[src/logic/nbfrm_pkg.sv]
package nbfrm_pkg;
  localparam logic [9:0] ETH_HDR_LEN  = 10'd14;
  localparam logic [9:0] OFF_SRC      = 10'd6;
  localparam logic [9:0] OFF_TYPE     = 10'd12;
  localparam logic [9:0] OFF_SUBTYPE  = 10'd0;
  localparam logic [9:0] OFF_MSG_ID   = 10'd2;
  localparam logic [9:0] OFF_REQ_CODE = 10'd18;
  localparam logic [9:0] OFF_RPL_CODE = 10'd19;
  localparam logic [9:0] OFF_LENGTH   = 10'd20;
  localparam logic [9:0] OFF_BODY     = 10'd22;
  localparam logic [9:0] OFF_BUF_CNT  = 10'd24;
  localparam logic [9:0] OFF_BUF_LEN  = 10'd26;
  localparam logic [9:0] OFF_PARTY    = 10'd28;
  localparam logic [9:0] OFF_SESSION  = 10'd34;
  localparam logic [9:0] OFF_TIMEOUT  = 10'd46;
  localparam logic [9:0] SC_REQ_LEN   = 10'd106;
  localparam logic [9:0] SC_RPL_LEN   = 10'd26;
  localparam logic [7:0] CODE_MEM_WR  = 8'h00;
  localparam logic [7:0] CODE_MEM_RD  = 8'h01;
  localparam logic [7:0] CODE_RUN     = 8'h02;
  localparam logic [7:0] CODE_SETUP   = 8'h03;
  localparam logic [7:0] CODE_SEARCH  = 8'h04;
  localparam logic [7:0] CODE_CHOICE  = 8'h05;
  localparam logic [15:0] PROTO_VER   = 16'h0001;
  localparam logic [15:0] BUF_LEN     = 16'h01fc;
  localparam logic [15:0] BUF_COUNT   = 16'h0001;

  typedef enum logic [0:0] {
    NBFRM_IDLE = 1'b0,
    NBFRM_SEND = 1'b1
  } nbfrm_tx_st_t;

  // Byte i of a little-endian identifier, byte 0 in the low bits
  function automatic logic [7:0] nbfrm_le_byte(input logic [127:0] v,
                                               input logic [3:0] i);
    logic [127:0] s;
    s = v >> {i, 3'b000};
    return s[7:0];
  endfunction

  // Byte i of a station address; byte 0 sits in the top bits
  function automatic logic [7:0] nbfrm_mac_byte(input logic [47:0] a,
                                                input logic [2:0] i);
    logic [47:0] s;
    s = a >> {3'(3'd5 - i), 3'b000};
    return s[7:0];
  endfunction
endpackage

[src/logic/nbfrm_fifo.sv]
`timescale 1ns/1ns
`default_nettype none
module nbfrm_fifo #(
  parameter int WIDTH = 8,
  parameter int DEPTH = 32
) (
  input  wire logic             mclk,
  input  wire logic             sys_rst,
  input  wire logic [WIDTH-1:0] in_data,
  input  wire logic             in_valid,
  output logic                  in_ready,
  output logic [WIDTH-1:0]      out_data,
  output logic                  out_valid,
  input  wire logic             out_ready
);
  localparam int AW = $clog2(DEPTH);

  logic [WIDTH-1:0] mem [DEPTH];
  logic [AW-1:0]    wr_q;
  logic [AW-1:0]    rd_q;
  logic [AW:0]      cnt_q;
  logic             push;
  logic             pop;

  assign in_ready  = cnt_q != (AW+1)'(DEPTH);
  assign out_valid = cnt_q != '0;
  assign push      = in_valid && in_ready;
  assign pop       = out_valid && out_ready;
  assign out_data  = mem[rd_q];

  always_ff @(posedge mclk) begin
    if (push) begin
      mem[wr_q] <= in_data;
    end
  end

  always_ff @(posedge mclk) begin
    if (sys_rst) begin
      wr_q  <= '0;
      rd_q  <= '0;
      cnt_q <= '0;
    end else begin
      if (push) begin
        wr_q <= (wr_q == AW'(DEPTH - 1)) ? '0 : wr_q + 1'b1;
      end
      if (pop) begin
        rd_q <= (rd_q == AW'(DEPTH - 1)) ? '0 : rd_q + 1'b1;
      end
      cnt_q <= cnt_q + (AW+1)'(push) - (AW+1)'(pop);
    end
  end
endmodule
`default_nettype wire

[src/logic/nbfrm_framer.sv]
`timescale 1ns/1ns
`default_nettype none
module nbfrm_framer #(
  // Frame type value is arbitrary here; set it for the real network
  parameter logic [15:0] ETH_TYPE   = 16'h0bad,
  parameter int          FIFO_DEPTH = 32
) (
  input  wire logic         mclk,
  input  wire logic         sys_rst,
  input  wire logic [47:0]  own_addr,
  input  wire logic [95:0]  session_tag,
  input  wire logic [15:0]  reply_timeout,
  input  wire logic         tx_start,
  input  wire logic         tx_kind,
  input  wire logic [7:0]   cmd_code,
  input  wire logic [31:0]  cmd_serial,
  input  wire logic [8:0]   cmd_len,
  input  wire logic [7:0]   cmd_data,
  input  wire logic         cmd_data_valid,
  output logic              cmd_data_ready,
  output logic              tx_busy,
  output logic              tx_bit,
  output logic              tx_bit_valid,
  output logic              tx_bit_last,
  input  wire logic         rx_bit,
  input  wire logic         rx_bit_valid,
  input  wire logic         rx_end,
  output logic              rx_msg_valid,
  output logic              rx_discard,
  output logic [7:0]        rx_code,
  output logic [7:0]        rx_reply_code,
  output logic [127:0]      rx_msg_id,
  output logic [47:0]       rx_src_addr,
  output logic [47:0]       rx_party_addr,
  output logic [15:0]       rx_length,
  output logic              rx_is_reply,
  output logic              rx_malformed,
  output logic              rx_bad_field,
  output logic              rx_session_ok,
  output logic              client_known
);
  localparam logic [9:0] HDR_END = nbfrm_pkg::ETH_HDR_LEN + nbfrm_pkg::OFF_BODY;

  nbfrm_pkg::nbfrm_tx_st_t st_q;
  logic         kind_q;
  logic [9:0]   pos_q;
  logic [9:0]   last_q;
  logic [2:0]   bitc_q;
  logic [7:0]   sr_q;
  logic         have_q;
  logic [7:0]   ccode_q;
  logic [31:0]  cser_q;
  logic [15:0]  clen_q;
  logic [7:0]   hdr_byte;
  logic [9:0]   off;
  logic         need_fifo;
  logic [7:0]   fifo_d;
  logic         fifo_v;
  logic [127:0] tx_id;
  logic [7:0]   tx_code;
  logic [15:0]  tx_len;
  logic [47:0]  tx_dst;

  // Latched from the last search/choice request that is not malformed, even if it has a bad field
  logic [127:0] lat_id_q;
  logic [7:0]   lat_code_q;
  logic [47:0]  lat_client_q;
  logic [15:0]  lat_ver_q;
  logic [15:0]  lat_bcnt_q;
  logic [15:0]  lat_blen_q;

  nbfrm_fifo #(
    .WIDTH (8),
    .DEPTH (FIFO_DEPTH)
  ) u_fifo (
    .mclk      (mclk),
    .sys_rst   (sys_rst),
    .in_data   (cmd_data),
    .in_valid  (cmd_data_valid),
    .in_ready  (cmd_data_ready),
    .out_data  (fifo_d),
    .out_valid (fifo_v),
    .out_ready (need_fifo && !have_q && st_q == nbfrm_pkg::NBFRM_SEND)
  );

  assign tx_busy     = st_q != nbfrm_pkg::NBFRM_IDLE;
  assign need_fifo   = kind_q && pos_q >= HDR_END;
  assign tx_bit      = sr_q[0];
  assign tx_bit_valid = have_q;
  assign tx_bit_last = have_q && bitc_q == 3'd7 && pos_q == last_q;
  assign off         = pos_q - nbfrm_pkg::ETH_HDR_LEN;

  // Replies echo the request's identity; commands carry the session tag
  assign tx_id   = kind_q ? {cser_q, session_tag} : lat_id_q;
  assign tx_code = kind_q ? ccode_q : lat_code_q;
  assign tx_len  = kind_q ? clen_q : 16'(nbfrm_pkg::SC_RPL_LEN);
  assign tx_dst  = lat_client_q;

  always_comb begin
    hdr_byte = 8'h00;
    if (pos_q < nbfrm_pkg::OFF_SRC) begin
      hdr_byte = nbfrm_pkg::nbfrm_mac_byte(tx_dst, pos_q[2:0]);
    end else if (pos_q < nbfrm_pkg::OFF_TYPE) begin
      hdr_byte = nbfrm_pkg::nbfrm_mac_byte(own_addr, 3'(pos_q - nbfrm_pkg::OFF_SRC));
    end else if (pos_q == nbfrm_pkg::OFF_TYPE) begin
      hdr_byte = ETH_TYPE[15:8];
    end else if (pos_q < nbfrm_pkg::ETH_HDR_LEN) begin
      hdr_byte = ETH_TYPE[7:0];
    end else if (off < nbfrm_pkg::OFF_MSG_ID) begin
      hdr_byte = 8'h00;
    end else if (off < nbfrm_pkg::OFF_REQ_CODE) begin
      hdr_byte = nbfrm_pkg::nbfrm_le_byte(tx_id, 4'(off - nbfrm_pkg::OFF_MSG_ID));
    end else if (off == nbfrm_pkg::OFF_REQ_CODE) begin
      hdr_byte = tx_code;
    end else if (off == nbfrm_pkg::OFF_RPL_CODE) begin
      hdr_byte = 8'h00;
    end else if (off == nbfrm_pkg::OFF_LENGTH) begin
      hdr_byte = tx_len[7:0];
    end else if (off == nbfrm_pkg::OFF_LENGTH + 10'd1) begin
      hdr_byte = tx_len[15:8];
    end else if (off < nbfrm_pkg::OFF_BUF_CNT) begin
      hdr_byte = off[0] ? lat_ver_q[15:8] : lat_ver_q[7:0];
    end else if (off < nbfrm_pkg::OFF_BUF_LEN) begin
      hdr_byte = off[0] ? lat_bcnt_q[15:8] : lat_bcnt_q[7:0];
    end else if (off < nbfrm_pkg::OFF_PARTY) begin
      hdr_byte = off[0] ? lat_blen_q[15:8] : lat_blen_q[7:0];
    end else if (off < nbfrm_pkg::OFF_SESSION) begin
      hdr_byte = nbfrm_pkg::nbfrm_mac_byte(own_addr,
                   3'(off - nbfrm_pkg::OFF_PARTY));
    end else if (off < nbfrm_pkg::OFF_TIMEOUT) begin
      hdr_byte = nbfrm_pkg::nbfrm_le_byte({32'h0, session_tag},
                   4'(off - nbfrm_pkg::OFF_SESSION));
    end else begin
      hdr_byte = off[0] ? reply_timeout[15:8] : reply_timeout[7:0];
    end
  end

  // Transmit sequencer: one idle cycle between bytes while the next loads, more while the FIFO is empty
  always_ff @(posedge mclk) begin
    if (sys_rst) begin
      st_q    <= nbfrm_pkg::NBFRM_IDLE;
      kind_q  <= 1'b0;
      pos_q   <= '0;
      last_q  <= '0;
      bitc_q  <= '0;
      sr_q    <= '0;
      have_q  <= 1'b0;
      ccode_q <= '0;
      cser_q  <= '0;
      clen_q  <= '0;
    end else begin
      unique case (st_q)
        nbfrm_pkg::NBFRM_IDLE: begin
          have_q <= 1'b0;
          if (tx_start) begin
            st_q    <= nbfrm_pkg::NBFRM_SEND;
            kind_q  <= tx_kind;
            pos_q   <= '0;
            bitc_q  <= '0;
            ccode_q <= cmd_code;
            cser_q  <= cmd_serial;
            clen_q  <= 16'(cmd_len);
            last_q  <= HDR_END - 10'd1 + (tx_kind ? 10'(cmd_len)
                                                  : nbfrm_pkg::SC_RPL_LEN);
          end
        end
        nbfrm_pkg::NBFRM_SEND: begin
          if (!have_q) begin
            if (!need_fifo) begin
              sr_q   <= hdr_byte;
              have_q <= 1'b1;
            end else if (fifo_v) begin
              sr_q   <= fifo_d;
              have_q <= 1'b1;
            end
          end else begin
            sr_q   <= {1'b0, sr_q[7:1]};
            bitc_q <= bitc_q + 3'd1;
            if (bitc_q == 3'd7) begin
              have_q <= 1'b0;
              pos_q  <= pos_q + 10'd1;
              if (pos_q == last_q) begin
                st_q <= nbfrm_pkg::NBFRM_IDLE;
              end
            end
          end
        end
      endcase
    end
  end

  // Receive side
  logic [2:0]   rbit_q;
  logic [6:0]   rsr_q;
  logic [9:0]   rpos_q;
  logic [9:0]   roff;
  logic [7:0]   rb;
  logic         rb_v;
  logic [47:0]  src_q;
  logic [15:0]  type_q;
  logic         sub_nz_q;
  logic [127:0] id_q;
  logic [7:0]   code_q;
  logic [7:0]   rc_q;
  logic [15:0]  len_q;
  logic [15:0]  ver_q;
  logic [15:0]  bcnt_q;
  logic [15:0]  blen_q;
  logic [47:0]  party_q;
  logic [15:0]  after_q;
  logic         keep;
  logic         is_sc;
  logic         malf;

  assign rb   = {rx_bit, rsr_q};
  assign rb_v = rx_bit_valid && rbit_q == 3'd7;
  assign roff = rpos_q - nbfrm_pkg::ETH_HDR_LEN;
  assign keep = type_q == ETH_TYPE && !sub_nz_q && rpos_q >= HDR_END;
  // Requests and replies share codes; only search/choice come in as requests
  assign is_sc = code_q == nbfrm_pkg::CODE_SEARCH
              || code_q == nbfrm_pkg::CODE_CHOICE;
  assign malf  = len_q > after_q;

  always_ff @(posedge mclk) begin
    if (sys_rst || rx_end) begin
      rbit_q <= '0;
      rsr_q  <= '0;
    end else if (rx_bit_valid) begin
      rbit_q <= rbit_q + 3'd1;
      rsr_q  <= {rx_bit, rsr_q[6:1]};
    end
  end

  always_ff @(posedge mclk) begin
    if (sys_rst || rx_end) begin
      rpos_q   <= '0;
      sub_nz_q <= 1'b0;
      after_q  <= '0;
      type_q   <= '0;
    end else if (rb_v) begin
      if (rpos_q != 10'h3ff) begin
        rpos_q <= rpos_q + 10'd1;
      end
      if (rpos_q >= nbfrm_pkg::OFF_SRC && rpos_q < nbfrm_pkg::OFF_TYPE) begin
        src_q <= {src_q[39:0], rb};
      end else if (rpos_q < nbfrm_pkg::ETH_HDR_LEN && rpos_q >= nbfrm_pkg::OFF_TYPE) begin
        type_q <= {type_q[7:0], rb};
      end else if (rpos_q >= nbfrm_pkg::ETH_HDR_LEN) begin
        if (roff < nbfrm_pkg::OFF_MSG_ID) begin
          sub_nz_q <= sub_nz_q || rb != 8'h00;
        end else if (roff < nbfrm_pkg::OFF_REQ_CODE) begin
          id_q <= {rb, id_q[127:8]};
        end else if (roff == nbfrm_pkg::OFF_REQ_CODE) begin
          code_q <= rb;
        end else if (roff == nbfrm_pkg::OFF_RPL_CODE) begin
          rc_q <= rb;
        end else if (roff < nbfrm_pkg::OFF_BODY) begin
          len_q <= {rb, len_q[15:8]};
        end else begin
          if (after_q != 16'hffff) begin
            after_q <= after_q + 16'd1;
          end
          if (roff < nbfrm_pkg::OFF_BUF_CNT) begin
            ver_q <= {rb, ver_q[15:8]};
          end else if (roff < nbfrm_pkg::OFF_BUF_LEN) begin
            bcnt_q <= {rb, bcnt_q[15:8]};
          end else if (roff < nbfrm_pkg::OFF_PARTY) begin
            blen_q <= {rb, blen_q[15:8]};
          end else if (roff < nbfrm_pkg::OFF_SESSION) begin
            party_q <= {party_q[39:0], rb};
          end
        end
      end
    end
  end

  always_ff @(posedge mclk) begin
    if (sys_rst) begin
      rx_msg_valid  <= 1'b0;
      rx_discard    <= 1'b0;
      rx_code       <= '0;
      rx_reply_code <= '0;
      rx_msg_id     <= '0;
      rx_src_addr   <= '0;
      rx_party_addr <= '0;
      rx_length     <= '0;
      rx_is_reply   <= 1'b0;
      rx_malformed  <= 1'b0;
      rx_bad_field  <= 1'b0;
      rx_session_ok <= 1'b0;
    end else begin
      rx_msg_valid <= rx_end && keep;
      rx_discard   <= rx_end && !keep;
      if (rx_end && keep) begin
        rx_code       <= code_q;
        rx_reply_code <= rc_q;
        rx_msg_id     <= id_q;
        rx_src_addr   <= src_q;
        rx_party_addr <= party_q;
        rx_length     <= len_q;
        rx_is_reply   <= !is_sc;
        rx_malformed  <= malf;
        rx_bad_field  <= is_sc && (rc_q != 8'h00
                      || len_q != 16'(nbfrm_pkg::SC_REQ_LEN)
                      || ver_q != nbfrm_pkg::PROTO_VER);
        rx_session_ok <= id_q[95:0] == session_tag;
      end
    end
  end

  always_ff @(posedge mclk) begin
    if (sys_rst) begin
      client_known <= 1'b0;
      lat_id_q     <= '0;
      lat_code_q   <= nbfrm_pkg::CODE_SEARCH;
      lat_client_q <= '0;
      lat_ver_q    <= nbfrm_pkg::PROTO_VER;
      lat_bcnt_q   <= nbfrm_pkg::BUF_COUNT;
      lat_blen_q   <= nbfrm_pkg::BUF_LEN;
    end else if (rx_end && keep && is_sc && !malf) begin
      client_known <= 1'b1;
      lat_id_q     <= id_q;
      lat_code_q   <= code_q;
      lat_client_q <= src_q;
      lat_ver_q    <= ver_q;
      lat_bcnt_q   <= bcnt_q;
      lat_blen_q   <= blen_q;
    end
  end
endmodule
`default_nettype wire

[config.mk]
export PLATFORM = sky130hd
export DESIGN_NAME = nbfrm_framer
export DESIGN_NICKNAME = d
export VERILOG_FILES = /design/src/logic/nbfrm_pkg.sv /design/src/logic/nbfrm_fifo.sv /design/src/logic/nbfrm_framer.sv
export SDC_FILE = /design/constraint.sdc
export NUM_CORES = 2
export LEC_CHECK = 0
export ABC_AREA = 0
export BUFFER_PORTS_ARGS = -buffer_cell sky130_fd_sc_hd__buf_2
export CAP_MARGIN = 10
export CORE_ASPECT_RATIO = 0.8
export CORE_UTILIZATION = 40
export DETAILED_ROUTE_END_ITERATION = 8
export GPL_TIMING_DRIVEN = 0
export PLACE_DENSITY = 0.63
export SYNTH_ARGS = -nofsm -noshare
export SYNTH_HDL_FRONTEND = slang
export SYNTH_SLANG_ARGS = --single-unit
export TNS_END_PERCENT = 20
[constraint.sdc]
create_clock -name mclk -period 13.15 [get_ports mclk]
set_input_delay 0 -clock mclk [delete_from_list [all_inputs] [get_ports mclk]]
set_output_delay 0 -clock mclk [all_outputs]
set_load 0.02 [all_outputs]
==> metrics.md <==
| Metric | Value |
|---|---|
| GR Overflow Total | 0 |
| Drt drc | 0 |
| RePlAce Congestion | 1.03 |
| Adder-Cell Fraction of Synth Area | 1.15% |
| DPL Wire Length | 178000 um |
| DR iter-0 viols | 7666 |
| Worst setup path class | register to register |
| DRT Pass-1 Iters | 8 |
| Resized Gates After CTS | 0 |
| Die X-Extent | 422 um |
| Worst slew margin | 5.47% |
| DRT Wirelength | 240000 um |
| First-pass GRT wire length | 336000 um |
| Commonest non-fill, non-tap cell in the layout | nand2_1 |
| Final Max Slew Viols | 0 |
| Post-synthesis cell count | 5508 |
| Synth Area in Compound Gates | 13.0% |
| Ys Warns | 0 |
| Syn_area_per_cell | 10.2 um^2 |
| Share of layout cells above drive strength 1 | 14.8% |
| Total vias in the final route | 51200 |
| CTS root buf | clkbuf_16 |
| Detail Route Antenna Nets | 0 |
| Reg2reg start | pos_q[1] |
| Vias per cell | 6.24 |
| I/O Pins | 493 |
| Main combinational cell family by area after synthesis | simple AND/OR/NAND/NOR gates |
| Non-Filler Instances | 8210 |
| Hold Slack | 58.1 ps |
| Worst-path clk slew | 70 ps |
| LEAKAGE | 22.7 nW |
| Worst R2R Setup Slack | 5770 ps |
| Worst Tran Pin Value | 1420 ps |
| Type of origin of the critical path | register |
| Setup TNS | 0 ps |
| Final hold vios | 0 |
| Min-Delay Endpoint | cser_q[31] |
| Worst EP required | 13830 ps |
| Status | complete, no violations |
| RSZ-0062 raised after global routing | no |
| Largest net degree at the start of global routing | 35 |
| Final Cell Area | 66600 um^2 |
| Post-synth ARST share | 0% |
| Total chip power | 8.07 mW |
| Reg2Reg Depth | 16 |
| Crit-path cells | clkbuf_1 > buf_2 > buf_1 > inv_1 > clkbuf_1 > ha_1 > buf_2 > buf_1 > clkbuf_1 > buf_1 > nand3_1 > a2111oi_0 > a221oi_1 > nand3b_1 > o221ai_1 > a21o_1 |
| Peak Freq | 0.136 GHz |
| Mux cell area share after synthesis | 8.79% |
| Max IR drop VDD | 0.000108 V |
| Cells on Worst Hold Path | 4 |
| Crit-path slowest cell | a2111oi_0 |
| TritonCTS clock tree | built |
| Area occupied by multi-input gates | 24300 um^2 |
| Worst Skew | 92.8 ps |
| Min cycle time layout | 7380 ps |
| Syn_nets | 5784 |
| Final setup fails | 0 |
| Post-synth EDFFs | 560 |
| Initial antenna violation count | 9 |
| Htree depth | 3 |
| Simple-gate share of the synthesized area | 17.9% |
| Initial Utilization | 40.5% |
| XOR/XNOR Fraction of Synth Area | 2.27% |
| Top_reg_cell synth | dfxtp_1 |
| Area after DPL | 61400 um^2 |
| Mapped cell area | 56300 um^2 |
| Total CTS buffers | 121 |
| GRT Overall Usage | 32.4% |
| Tcrit/Tclk final | 56.1% |
| CP endpoint kind | register |
| Crit Path Max Fanout | 13 |
| Die height | 338 um |
| Clock sink count | 1212 |
| Mean routed wirelength per cell | 29.2 um |
| Nets | 6517 |
| P&R area growth vs syn | 18.2% |
| Max cap viols | 0 |
| Slowest stage delay, CP | 770 ps |
| Seq/Total Area, Yosys | 53.0% |
| Vias in the first global route | 47100 |
| CP Data Arrival Time | 8060 ps |
| Hold Startpoint | cmd_serial[31] |
| # rows | 122 |
| Clk_lat worst skew | 820 ps |
| Die area | 142000 um^2 |
| I/O Buffers | 491 |
| Synthesis-stage register bit count | 1212 |
| Synth unique cells | 87 |
| Worst hold path class | input pin to register |
| Reg area | 29900 um^2 |
| Pwr Density | 121 nW/um^2 |
| Most frequent cells in the layout | nand2_1 (953), dfxtp_1 (652), edfxtp_1 (560) |
| Clock Path Buffers | 3 |
| Worst flop-to-flop path endpoint | sr_q[5] |
| Dpl cells | 7881 |
| Core area | 139000 um^2 |
| Filler Cell Count | 13000 |
-- routing by layer --
metal | vias up | global-route usage, % | share of wire (%)
li1 | 22300 | - | -
met1 | 25200 | 45.1 | 41
met2 | 3165 | 46.7 | 42
met3 | 610 | 8.91 | 11
met4 | 2 | 15.0 | 5.5
met5 | - | 0 | 0.0054
-- sequential cells by signal, indices dropped and copies added, names as in the netlist, 32 cells and up, named ones only --
signal,cells
u_fifo.mem,256
id_q,128
lat_id_q,128
rx_msg_id,128
lat_client_q,48
party_q,48
rx_party_addr,48
rx_src_addr,48
src_q,48
cser_q,32
-- cell usage after synthesis (14+ instances only) --
library cell	instances	area, um^2
mux4_2	153	3450
a2111oi_0	14	123
a22oi_1	15	113
xnor2_1	64	561
clkbuf_1	464	1740
o211ai_1	16	120
nor2_1	186	698
edfxtp_1	560	16800
buf_2	29	145
nor4_1	43	269
a21oi_1	397	1990
xor2_1	82	718
nand3_1	296	1480
o2111ai_1	221	1940
and3_1	20	125
ha_1	50	626
nand2_1	953	3580
nor3_1	260	1300
nand4_1	27	169
buf_1	22	82.6
or4_1	222	1670
o21ai_0	74	370
dfxtp_1	652	13100
a31oi_1	229	1430
inv_1	41	154
mux2i_1	136	1360
o31ai_1	16	120
a211oi_1	20	150
nor2b_1	20	125
-- through the flow --
step / utilization, % / setup slack, ps
final: 47.9 / 5770
after global routing: 47.9 / 5860
after CTS: 47.9 / 6140
after detailed placement: 44.2 / 6140
after global placement: 44.0 / 2690
after floorplan: - / 5460
-- timing repair --
| action | 4_1_cts | 5_1_grt |
|---|---|---|
| endpoints found under the hold margin | 354 | 0 |
| setup buffers | 0 | 0 |
| hold buffers | 94 | 0 |
-- worst max-delay path by stage --
| stage | from | to | slack [ps] | depth (start not counted) |
|---|---|---|---|---|
| 2_1_floorplan | rpos_q[2] | id_q[0] | 5460 | 8 |
| 3_3_place_gp | rpos_q[1] | id_q[0] | 2690 | 7 |
| 3_5_place_dp | pos_q[1] | sr_q[4] | 6140 | 16 |
| 4_1_cts | pos_q[1] | sr_q[4] | 6140 | 16 |
| 5_1_grt | pos_q[1] | sr_q[0] | 5860 | 17 |
| 6_report | pos_q[1] | sr_q[5] | 5770 | 16 |
-- logic make-up (layout without fill, tap and decap cells) --
family | after synthesis | count (layout)
simple gates | 2114 | 2114
flops | 1212 | 1212
compound gates | 1114 | 1114
buf+inv | 569 | 1410
mux | 302 | 302
xor+xnor | 146 | 146
fa+ha+maj | 51 | 51
other cells | 0 | 1
-- critical path, delay by kind of cell (launching register included) --
kind	cells	cell delay, ps
fa+ha+maj	1	520
flops	1	450
buf+inv	9	4660
compound gates	4	1300
simple gates	2	310
-- power breakdown --
| group | switching [mW] | leakage, nW | total [mW] | internal, mW |
|---|---|---|---|---|
| Combinational | 0.291 | 10.2 | 0.431 | 0.140 |
| Sequential | 0.0182 | 10.4 | 3.97 | 3.95 |
| Clock | 1.59 | 2.03 | 3.67 | 2.08 |
| Total | 1.90 | 22.7 | 8.07 | 6.17 |
-- final cells by class --
| type | instances | share of cell area [%] |
|---|---|---|
| antenna | 1 | 0.00376 |
| buffer | 523 | 3.05 |
| clock buffer | 157 | 4.96 |
| clock inverter | 74 | 1.32 |
| inverter | 46 | 0.259 |
| multi-input combinational | 3727 | 36.5 |
| sequential | 1212 | 44.8 |
| tap | 1860 | 3.49 |
| timing repair buffer | 610 | 5.58 |
(Power assumes the default switching activity.)
